$ cat config.mk
export PLATFORM = sky130hd
export DESIGN_NAME = cpu_register_set_mapping
export DESIGN_NICKNAME = d
export VERILOG_FILES = /design/src/inc/cpu_regs_pkg.sv /design/src/verilog/cpu_register_set_mapping.sv /design/src/verilog/reg_ram.sv
export SDC_FILE = /design/constraint.sdc
export NUM_CORES = 2
export LEC_CHECK = 0
export BUFFER_PORTS_ARGS = -buffer_cell sky130_fd_sc_hd__buf_2
export CAP_MARGIN = 20
export CORE_AREA = 2 2 349 610
export CTS_CLUSTER_DIAMETER = 80
export DETAILED_ROUTE_END_ITERATION = 6
export DIE_AREA = 0 0 351 612
export HOLD_SLACK_MARGIN = 0.06
export PLACE_DENSITY = 0.47
export SLEW_MARGIN = 10
export SYNTH_ARGS = -nofsm -noshare
export SYNTH_HDL_FRONTEND = slang
export SYNTH_SLANG_ARGS = --single-unit
export TNS_END_PERCENT = 100
$ cat constraint.sdc
create_clock -name clk -period 4.3 [get_ports clk]
set_input_delay 0.215 -clock clk [delete_from_list [all_inputs] [get_ports clk]]
set_output_delay 0.215 -clock clk [all_outputs]
set_load 0.03 [all_outputs]
$ cat src/inc/cpu_regs_pkg.sv
package cpu_regs_pkg;

    // Address space and data-area placement.
    localparam int ADDR_W = 20;
    localparam logic [19:0] AREA_LOW_BASE = 20'h0F700;
    localparam logic [19:0] AREA_HIGH_BASE = 20'hFF700;
    localparam logic [19:0] AREA_SIZE = 20'h00900;
    localparam logic [19:0] PERIPH_LOW_BASE = 20'h0FF00;
    localparam logic [19:0] PERIPH_HIGH_BASE = 20'hFFF00;
    localparam logic [19:0] PERIPH_SIZE = 20'h00100;
    localparam logic [3:0] PLACE_OP_LOW = 4'h0;
    localparam logic [3:0] PLACE_OP_HIGH = 4'hF;

    // Register file geometry.
    localparam int BANKS = 8;
    localparam int REGS_PER_BANK = 16;
    localparam int RAM_WORDS = BANKS * REGS_PER_BANK;
    localparam int PTR_COUNT = 4;
    localparam int SP_W = 24;
    localparam int SW_W = 16;

    // Status word field positions and reset values.
    localparam int SW_ALIAS_BIT = 5;
    localparam int SW_BANK_LSB = 12;
    localparam logic [15:0] SW_RESET = 16'h0000;
    localparam logic [19:0] PC_RESET = 20'h00000;
    localparam logic [23:0] SP_RESET = 24'h000000;
    localparam logic [3:0] SP_TOP_ZERO = 4'h0;

    // Legacy alias codes used when the alias select bit is set.
    localparam logic [3:0] ALIAS_BASE_REG = 4'h4;
    localparam logic [2:0] ALIAS_BASE_PAIR = 3'h2;

    // Pointer to extension register: pair 4..7 use extensions 0..3.
    localparam logic [2:0] PTR_PAIR_BASE = 3'h4;

    typedef enum logic [2:0] {
        OP_NONE,
        OP_WR8,
        OP_WR16,
        OP_WR_EXT,
        OP_WR_SP,
        OP_WR_SW,
        OP_SEL_BANK
    } reg_op_t;

    typedef struct packed {
        reg_op_t op;
        logic legacy;
        logic [3:0] index;
        logic [23:0] data;
    } reg_req_t;

    typedef struct packed {
        logic valid;
        logic write;
        logic [6:0] index;
        logic [15:0] data;
        logic word;
    } ram_req_t;

endpackage : cpu_regs_pkg

$ cat src/verilog/cpu_register_set_mapping.sv
`timescale 1ns/10ps
// What this block does
// - Addresses span one linear megabyte for data and instruction use.
// - Placement operand 0 puts data areas at 0F700H, operand 0FH at FF700H.
// - Each bank has sixteen byte registers, pairable into 16-bit ones.
// - Four pairs with a byte extension form 24-bit address pointers.
// - Eight banks exist, chosen by software or by context switch.
// - General registers live in RAM; the four extensions live outside it.
// - With the alias select bit at 1, legacy names reach R4-R7, pairs 2-3.
// - The program counter is 20 bits and advances with execution.
// - The status word holds core state and execution updates it.
// - The stack pointer is a 24-bit register holding the stack start.
// - Peripheral registers sit in the top 256 bytes of the data area.
module cpu_register_set_mapping
    import cpu_regs_pkg::*;
(
    input wire logic clk,
    input wire logic sys_rst,
    input wire logic data_area_place_instr,
    input wire logic [3:0] place_operand,
    input wire logic [19:0] access_addr,
    input wire reg_req_t reg_req,
    input wire logic [3:0] rd_index,
    input wire logic rd_word,
    input wire logic rd_legacy,
    input wire logic pc_advance,
    input wire logic [2:0] pc_step,
    input wire logic pc_load,
    input wire logic [19:0] pc_value,
    input wire logic sw_update,
    input wire logic [15:0] sw_value,
    input wire logic ctx_switch,
    input wire logic [2:0] ctx_bank,
    output logic [15:0] rd_data,
    output logic [23:0] ptr_addr,
    output logic [19:0] program_counter,
    output logic [15:0] status_word,
    output logic [23:0] stack_pointer,
    output logic placement_locked,
    output logic placement_high,
    output logic in_data_area,
    output logic in_periph_area
);
    logic locked;
    logic high;
    logic [15:0] sw;
    logic [19:0] pc;
    logic [23:0] sp;
    logic [7:0] ext [PTR_COUNT];
    logic [15:0] rd_q;
    logic [23:0] ptr_q;
    logic in_area_q;
    logic in_periph_q;
    ram_req_t ram_req;
    logic [15:0] ram_rdata;

    // Remap a register index through the legacy alias when requested.
    function automatic logic [3:0] map_index(input logic [3:0] idx,
                                             input logic legacy,
                                             input logic word,
                                             input logic alias_on);
        logic [3:0] r;
        r = idx;
        if (legacy && alias_on) begin
            if (word) begin
                r = {1'b0, ALIAS_BASE_PAIR + idx[2:0]};
            end else begin
                r = ALIAS_BASE_REG + {2'b00, idx[1:0]};
            end
        end
        return r;
    endfunction : map_index

    // Byte address in the shared RAM of a register of the active bank.
    function automatic logic [6:0] ram_slot(input logic [2:0] bank,
                                            input logic [3:0] idx,
                                            input logic word);
        logic [3:0] b;
        b = word ? {idx[2:0], 1'b0} : idx;
        return {bank, b};
    endfunction : ram_slot

    // Test whether an address falls in [base, base + size).
    function automatic logic in_range(input logic [19:0] a,
                                      input logic [19:0] base,
                                      input logic [19:0] size);
        return (a >= base) && ((a - base) < size);
    endfunction : in_range

    wire alias_on = sw[SW_ALIAS_BIT];
    wire [2:0] bank = sw[SW_BANK_LSB +: 3];
    wire is_wr = reg_req.op == OP_WR8 || reg_req.op == OP_WR16;
    wire wr_word = reg_req.op == OP_WR16;
    wire [3:0] wr_idx = map_index(reg_req.index, reg_req.legacy, wr_word,
                                  alias_on);
    wire [3:0] rd_idx = map_index(rd_index, rd_legacy, rd_word,
                                  alias_on);
    wire [6:0] wr_slot = ram_slot(bank, wr_idx, wr_word);
    wire [6:0] rd_slot = ram_slot(bank, rd_idx, rd_word);

    // Writes take the RAM port; reads use it only in write-free cycles.
    assign ram_req.valid = 1'b1;
    assign ram_req.write = is_wr;
    assign ram_req.index = is_wr ? wr_slot : rd_slot;
    assign ram_req.data = reg_req.data[15:0];
    assign ram_req.word = is_wr ? wr_word : rd_word;

    reg_ram u_ram (
        .clk(clk),
        .req(ram_req),
        .rdata(ram_rdata)
    );

    // Pointer pairs 4..7 take extensions 0..3 held in flip-flops.
    wire rd_ptr = rd_word && rd_idx[2];
    wire [1:0] ptr_sel = rd_idx[1:0];
    wire [23:0] next_ptr = {ext[ptr_sel], ram_rdata};

    // Placement decode from the current mapping.
    wire [19:0] area_base = high ? AREA_HIGH_BASE : AREA_LOW_BASE;
    wire [19:0] periph_base = high ? PERIPH_HIGH_BASE
                                   : PERIPH_LOW_BASE;
    wire next_in_area = in_range(access_addr, area_base, AREA_SIZE);
    wire next_in_periph = in_range(access_addr, periph_base,
                                   PERIPH_SIZE);
    wire take_place = data_area_place_instr && !locked;
    wire next_high = place_operand == PLACE_OP_HIGH;

    // Placement latches once per reset; later instructions are ignored.
    always_ff @(posedge clk) begin
        if (sys_rst) begin
            locked <= 1'b0;
            high <= 1'b0;
        end else if (take_place) begin
            locked <= 1'b1;
            high <= next_high;
        end
    end

    // Program counter wraps inside the 1M-byte space.
    always_ff @(posedge clk) begin
        if (sys_rst) begin
            pc <= PC_RESET;
        end else if (pc_load) begin
            pc <= pc_value;
        end else if (pc_advance) begin
            pc <= pc + {17'h00000, pc_step};
        end
    end

    // Status word: execution update, software write, context switch.
    always_ff @(posedge clk) begin
        if (sys_rst) begin
            sw <= SW_RESET;
        end else if (ctx_switch) begin
            sw[SW_BANK_LSB +: 3] <= ctx_bank;
        end else if (reg_req.op == OP_WR_SW) begin
            sw <= reg_req.data[15:0];
        end else if (reg_req.op == OP_SEL_BANK) begin
            sw[SW_BANK_LSB +: 3] <= reg_req.data[2:0];
        end else if (sw_update) begin
            sw <= sw_value;
        end
    end

    // Stack pointer keeps its top nibble at zero even if software errs.
    always_ff @(posedge clk) begin
        if (sys_rst) begin
            sp <= SP_RESET;
        end else if (reg_req.op == OP_WR_SP) begin
            sp <= {SP_TOP_ZERO, reg_req.data[19:0]};
        end
    end

    // Extension registers sit outside the RAM so pointers read in one cycle.
    always_ff @(posedge clk) begin
        if (sys_rst) begin
            for (int i = 0; i < PTR_COUNT; i++) begin
                ext[i] <= 8'h00;
            end
        end else if (reg_req.op == OP_WR_EXT) begin
            ext[reg_req.index[1:0]] <= reg_req.data[7:0];
        end
    end

    // Registered read and decode outputs.
    always_ff @(posedge clk) begin
        if (sys_rst) begin
            rd_q <= 16'h0000;
            ptr_q <= 24'h000000;
            in_area_q <= 1'b0;
            in_periph_q <= 1'b0;
        end else begin
            rd_q <= ram_rdata;
            ptr_q <= rd_ptr ? next_ptr : 24'h000000;
            in_area_q <= next_in_area;
            in_periph_q <= next_in_periph;
        end
    end

    assign rd_data = rd_q;
    assign ptr_addr = ptr_q;
    assign program_counter = pc;
    assign status_word = sw;
    assign stack_pointer = sp;
    assign placement_locked = locked;
    assign placement_high = high;
    assign in_data_area = in_area_q;
    assign in_periph_area = in_periph_q;
endmodule : cpu_register_set_mapping

$ cat src/verilog/reg_ram.sv
`timescale 1ns/10ps
module reg_ram
    import cpu_regs_pkg::*;
(
    input wire logic clk,
    input wire ram_req_t req,
    output logic [15:0] rdata
);
    logic [7:0] mem [RAM_WORDS];
    logic [6:0] upper_index;

    // A pair occupies an even byte and the byte above it.
    assign upper_index = req.index | 7'h01;

    // Byte storage; the pair write touches both bytes in one edge.
    always_ff @(posedge clk) begin
        if (req.valid && req.write) begin
            mem[req.index] <= req.data[7:0];
            if (req.word) begin
                mem[upper_index] <= req.data[15:8];
            end
        end
    end

    // Combinational read of the addressed byte or pair.
    assign rdata = req.word ? {mem[upper_index], mem[req.index]}
                            : {8'h00, mem[req.index]};
endmodule : reg_ram

==> key figures <==
Detailed routing
  – Initial DRC count: 5211
  – Drt first pass iters: 6
  – Vias: 46100
  – Remaining DRCs: 0
  – Drt total wl: 264700 um
  – Drt via density: 5.442
  – Antenna viol nets, final: 0
  – Wire per inst: 31.24 um

Floorplanning
  – FP Rows: 223
  – Initial Util: 0.2786
  – Num ports: 215
  – Core area: 0.2101 mm^2
  – Die Footprint: 0.2148 mm^2
  – Die Ht: 612 um
  – Die Wd: 351 um

Finish
  – Layout cell share with drive strength beyond 1: 0.2598
  – Layout area overhead: 18.33%
  – Fin cells: 8472
  – Fin area: 0.06926 mm^2
  – Nets: 5684

STA
  – Final critical-path share of the clock period: 0.9716
  – Time the worst path needs with I/O delays and setup: 4.178 ns
  – Final Hold Viols: 0
  – Setup ws final: 0.1221 ns
  – Fmax: 0.2394 GHz
  – Least-Margin Pin Slew: 1.142 ns
  – Fin. max-slew vios: 0
  – Setup TNS Final: 0 ns
  – Slew HR: 0.2354
  – Worst Skew: 0.04770 ns
  – RSZ-0062 raised after global routing: false
  – Endpoints failing setup: 0

GRT
  – Total Routing Usage GR: 0.2408
  – Number of global-route vias before repair: 45530
  – First-pass GRT wire length: 363600 um
  – Grt peak-use layer: met2
  – M1 GR Usage: 0.2538
  – Initial antenna violation count: 22
  – M2 GR Usage: 0.4175
  – GRT overflow: 0
  – M3 GR Usage: 0.03625
  – Largest net degree at the start of global routing: 99

Clock tree
  – Clk slew on worst S/H paths: 0.07 ns
  – H-Tree Depth: 3
  – Clk sink count: 1156
  – CTS Buffer Depth: 3
  – Setup Buffers After CTS: 0
  – Clk_lat worst skew: 0.76 ns
  – CTS tree: yes
  – Root Buffer: clkbuf_16
  – TritonCTS Buffers: 106

Logic synthesis
  – Mapped Cells: 5200
  – Ys flop type: edfxtp_1
  – Largest area contributor in the netlist: edfxtp_1
  – Ys Warns: 0
  – FF+latch count, synth: 1156
  – Top cells by area, synth: edfxtp_1, mux2_2, nand2_1
  – Post-Syn Area: 0.05853 mm^2
  – Post-synth EDFFs: 1056
  – Async S/R FF share, synth: 0
  – Seq/Total Area, Yosys: 0.5760
  – Netlist cell types: 94
  – Syn Area/Cell: 11.26 um^2
  – Synth top area share: 0.5418

Run status
  – Status: complete, no violations

Placed design
  – Final Wtd Congestion: 0.9987
  – Cells after DPL: 8197
  – Worst slack, placed: 0.1222 ns
  – Dpl cell area: 0.06499 mm^2
  – Port bufs: 198
  – DP HPWL: 180700 um

Critical path
  – Worst-case reg-to-reg path depth: 12
  – Setup crit start: status_word[5]
  – Setup crit end: ptr_addr[3]
  – Critical Path End Type: register
  – Crit path max fanout: 31
  – Critical path class: reg2reg
  – Worst EP arrival: 4.83 ns
  – FF-to-FF Start: status_word[5]
  – CP Launch Type: register
  – Reg2Reg Setup Slack: 0.12 ns
  – Worst Path Required: 4.95 ns
  – R2r endpoint: ptr_addr[3]

Power and ir drop
  – Pleak: 24.61 nW
  – Power Density: 399.3 mW/mm^2
  – Worst vdd ir: 458.8 uV

Job
  – Maxcap violations: 0

Min path
  – Worst hold path type: in2reg
-- through the flow --
stage	util	power [W]	hold WS, ns
after floorplan	-	0.01518	0.3139
after global placement	0.3092	0.01765	0.4406
after detailed placement	0.3093	0.01767	0.4455
after CTS	0.3295	0.02766	0.06172
after global routing	0.3296	0.02828	0.07546
final	0.3297	0.02766	0.03648
-- state kept, by name, indices dropped and copies added, names as in the netlist --
signal / cells
u_ram.mem: 1024
ext: 32
ptr_addr: 24
program_counter: 20
stack_pointer: 20
rd_data: 16
status_word: 16
in_data_area: 1
in_periph_area: 1
placement_high: 1
placement_locked: 1
-- kinds of logic (layout without fill, tap and decap cells) --
| family | after synthesis | in the layout | synth area share |
|---|---|---|---|
| buffers and inverters | 471 | 923 | 0.03814 |
| AND/OR/NAND/NOR | 2353 | 2353 | 0.1814 |
| adder cells (fa/ha/maj) | 8 | 8 | 0.001838 |
| other | 1 | 9 | 0.00006407 |
| multiplexers | 648 | 648 | 0.1346 |
| AO/OA/AOI/OAI | 543 | 543 | 0.06454 |
| flip-flops | 1156 | 1156 | 0.5760 |
| XOR/XNOR | 20 | 20 | 0.003442 |
-- report_power, final --
group	switching (W)	internal [W]	total, W
registers	0.0000693	0.0124	0.0124
clock network	0.00466	0.00539	0.0101
logic	0.00359	0.00159	0.00517
-- what timing repair did --
action / in CTS / in global routing
gates resized for setup: 0 / 1
endpoints found under the hold margin: 205 / 0
endpoints found under the setup margin: 0 / 1
hold buffers: 70 / 0
-- layout make-up --
class	count	area, um^2
Tap cell	2812	3518
Clock buffer	133	2878
Sequential cell	1156	33710
Antenna cell	5	12.51
Inverter	6	22.52
Multi-Input combinational cell	3576	22700
Clock inverter	65	659.4
Fill cell	21330	140800
Timing Repair Buffer	719	5761
-- critical path, cell delays in order (launching register included) --
cell	delay [ns]
dfxtp_1	0.46
nand3_1	0.22
xnor2_4	0.50
o221a_4	0.51
nand2_8	0.17
buf_12	0.27
nor2_1	0.12
buf_4	0.31
a32oi_1	0.42
nand4_1	0.26
buf_4	0.21
o311ai_1	0.29
nor3_1	0.29
-- cell usage in the layout, fill, tap and decap left out, drive strengths merged, types with 18 or more instances in the layout --
master	instances
a2111oi	18
a211oi	28
a21oi	122
a221oi	60
a311oi	42
a31oi	108
and2	42
and3	126
buf	649
clkbuf	133
clkinv	35
dfxtp	100
dlygate4sd3	70
edfxtp	1056
inv	19
mux2	514
mux2i	74
mux4	60
nand2	1248
nand3	566
nand4	27
nor2	245
nor2b	22
nor3	21
nor4	18
o21ai	52
o22ai	29
-- per-layer routing --
metal | part of all wire | vias up
li1 | - | 19840
met1 | 0.34 | 23290
met2 | 0.49 | 2247
met3 | 0.065 | 711
met4 | 0.10 | 12
met5 | 0.00030 | -
-- synthesized netlist by cell type (all sizes together), types with 10 or more instances --
| cell | n |
|---|---|
| nand2 | 1248 |
| a21oi | 122 |
| a311oi | 42 |
| a221oi | 60 |
| clkbuf | 202 |
| and3 | 126 |
| nor2b | 22 |
| a31oi | 108 |
| a211oi | 28 |
| dfxtp | 100 |
| edfxtp | 1056 |
| nor2 | 245 |
| nor4 | 18 |
| buf | 263 |
| and2 | 42 |
| xor2 | 13 |
| o221ai | 10 |
| nand4 | 27 |
| nor3 | 21 |
| a32oi | 17 |
| o22ai | 29 |
| mux2 | 514 |
| mux4 | 60 |
| mux2i | 74 |
| a2111oi | 18 |
| o21ai | 52 |
| nand3 | 566 |
-- how the worst min path moves through the flow --
stage / slack [ns] / startpoint / depth (start not counted) / to
2_1_floorplan: 0.31 / reg_req[0] / 0 / u_ram.mem[0][0]
3_3_place_gp: 0.44 / stack_pointer[16] / 2 / stack_pointer[16]
3_5_place_dp: 0.45 / stack_pointer[7] / 2 / stack_pointer[7]
4_1_cts: 0.06 / ctx_switch / 3 / status_word[12]
5_1_grt: 0.08 / reg_req[3] / 1 / u_ram.mem[60][3]
6_report: 0.04 / reg_req[3] / 1 / u_ram.mem[56][3]
No activity file was read; power rests on OpenSTA's default activity.
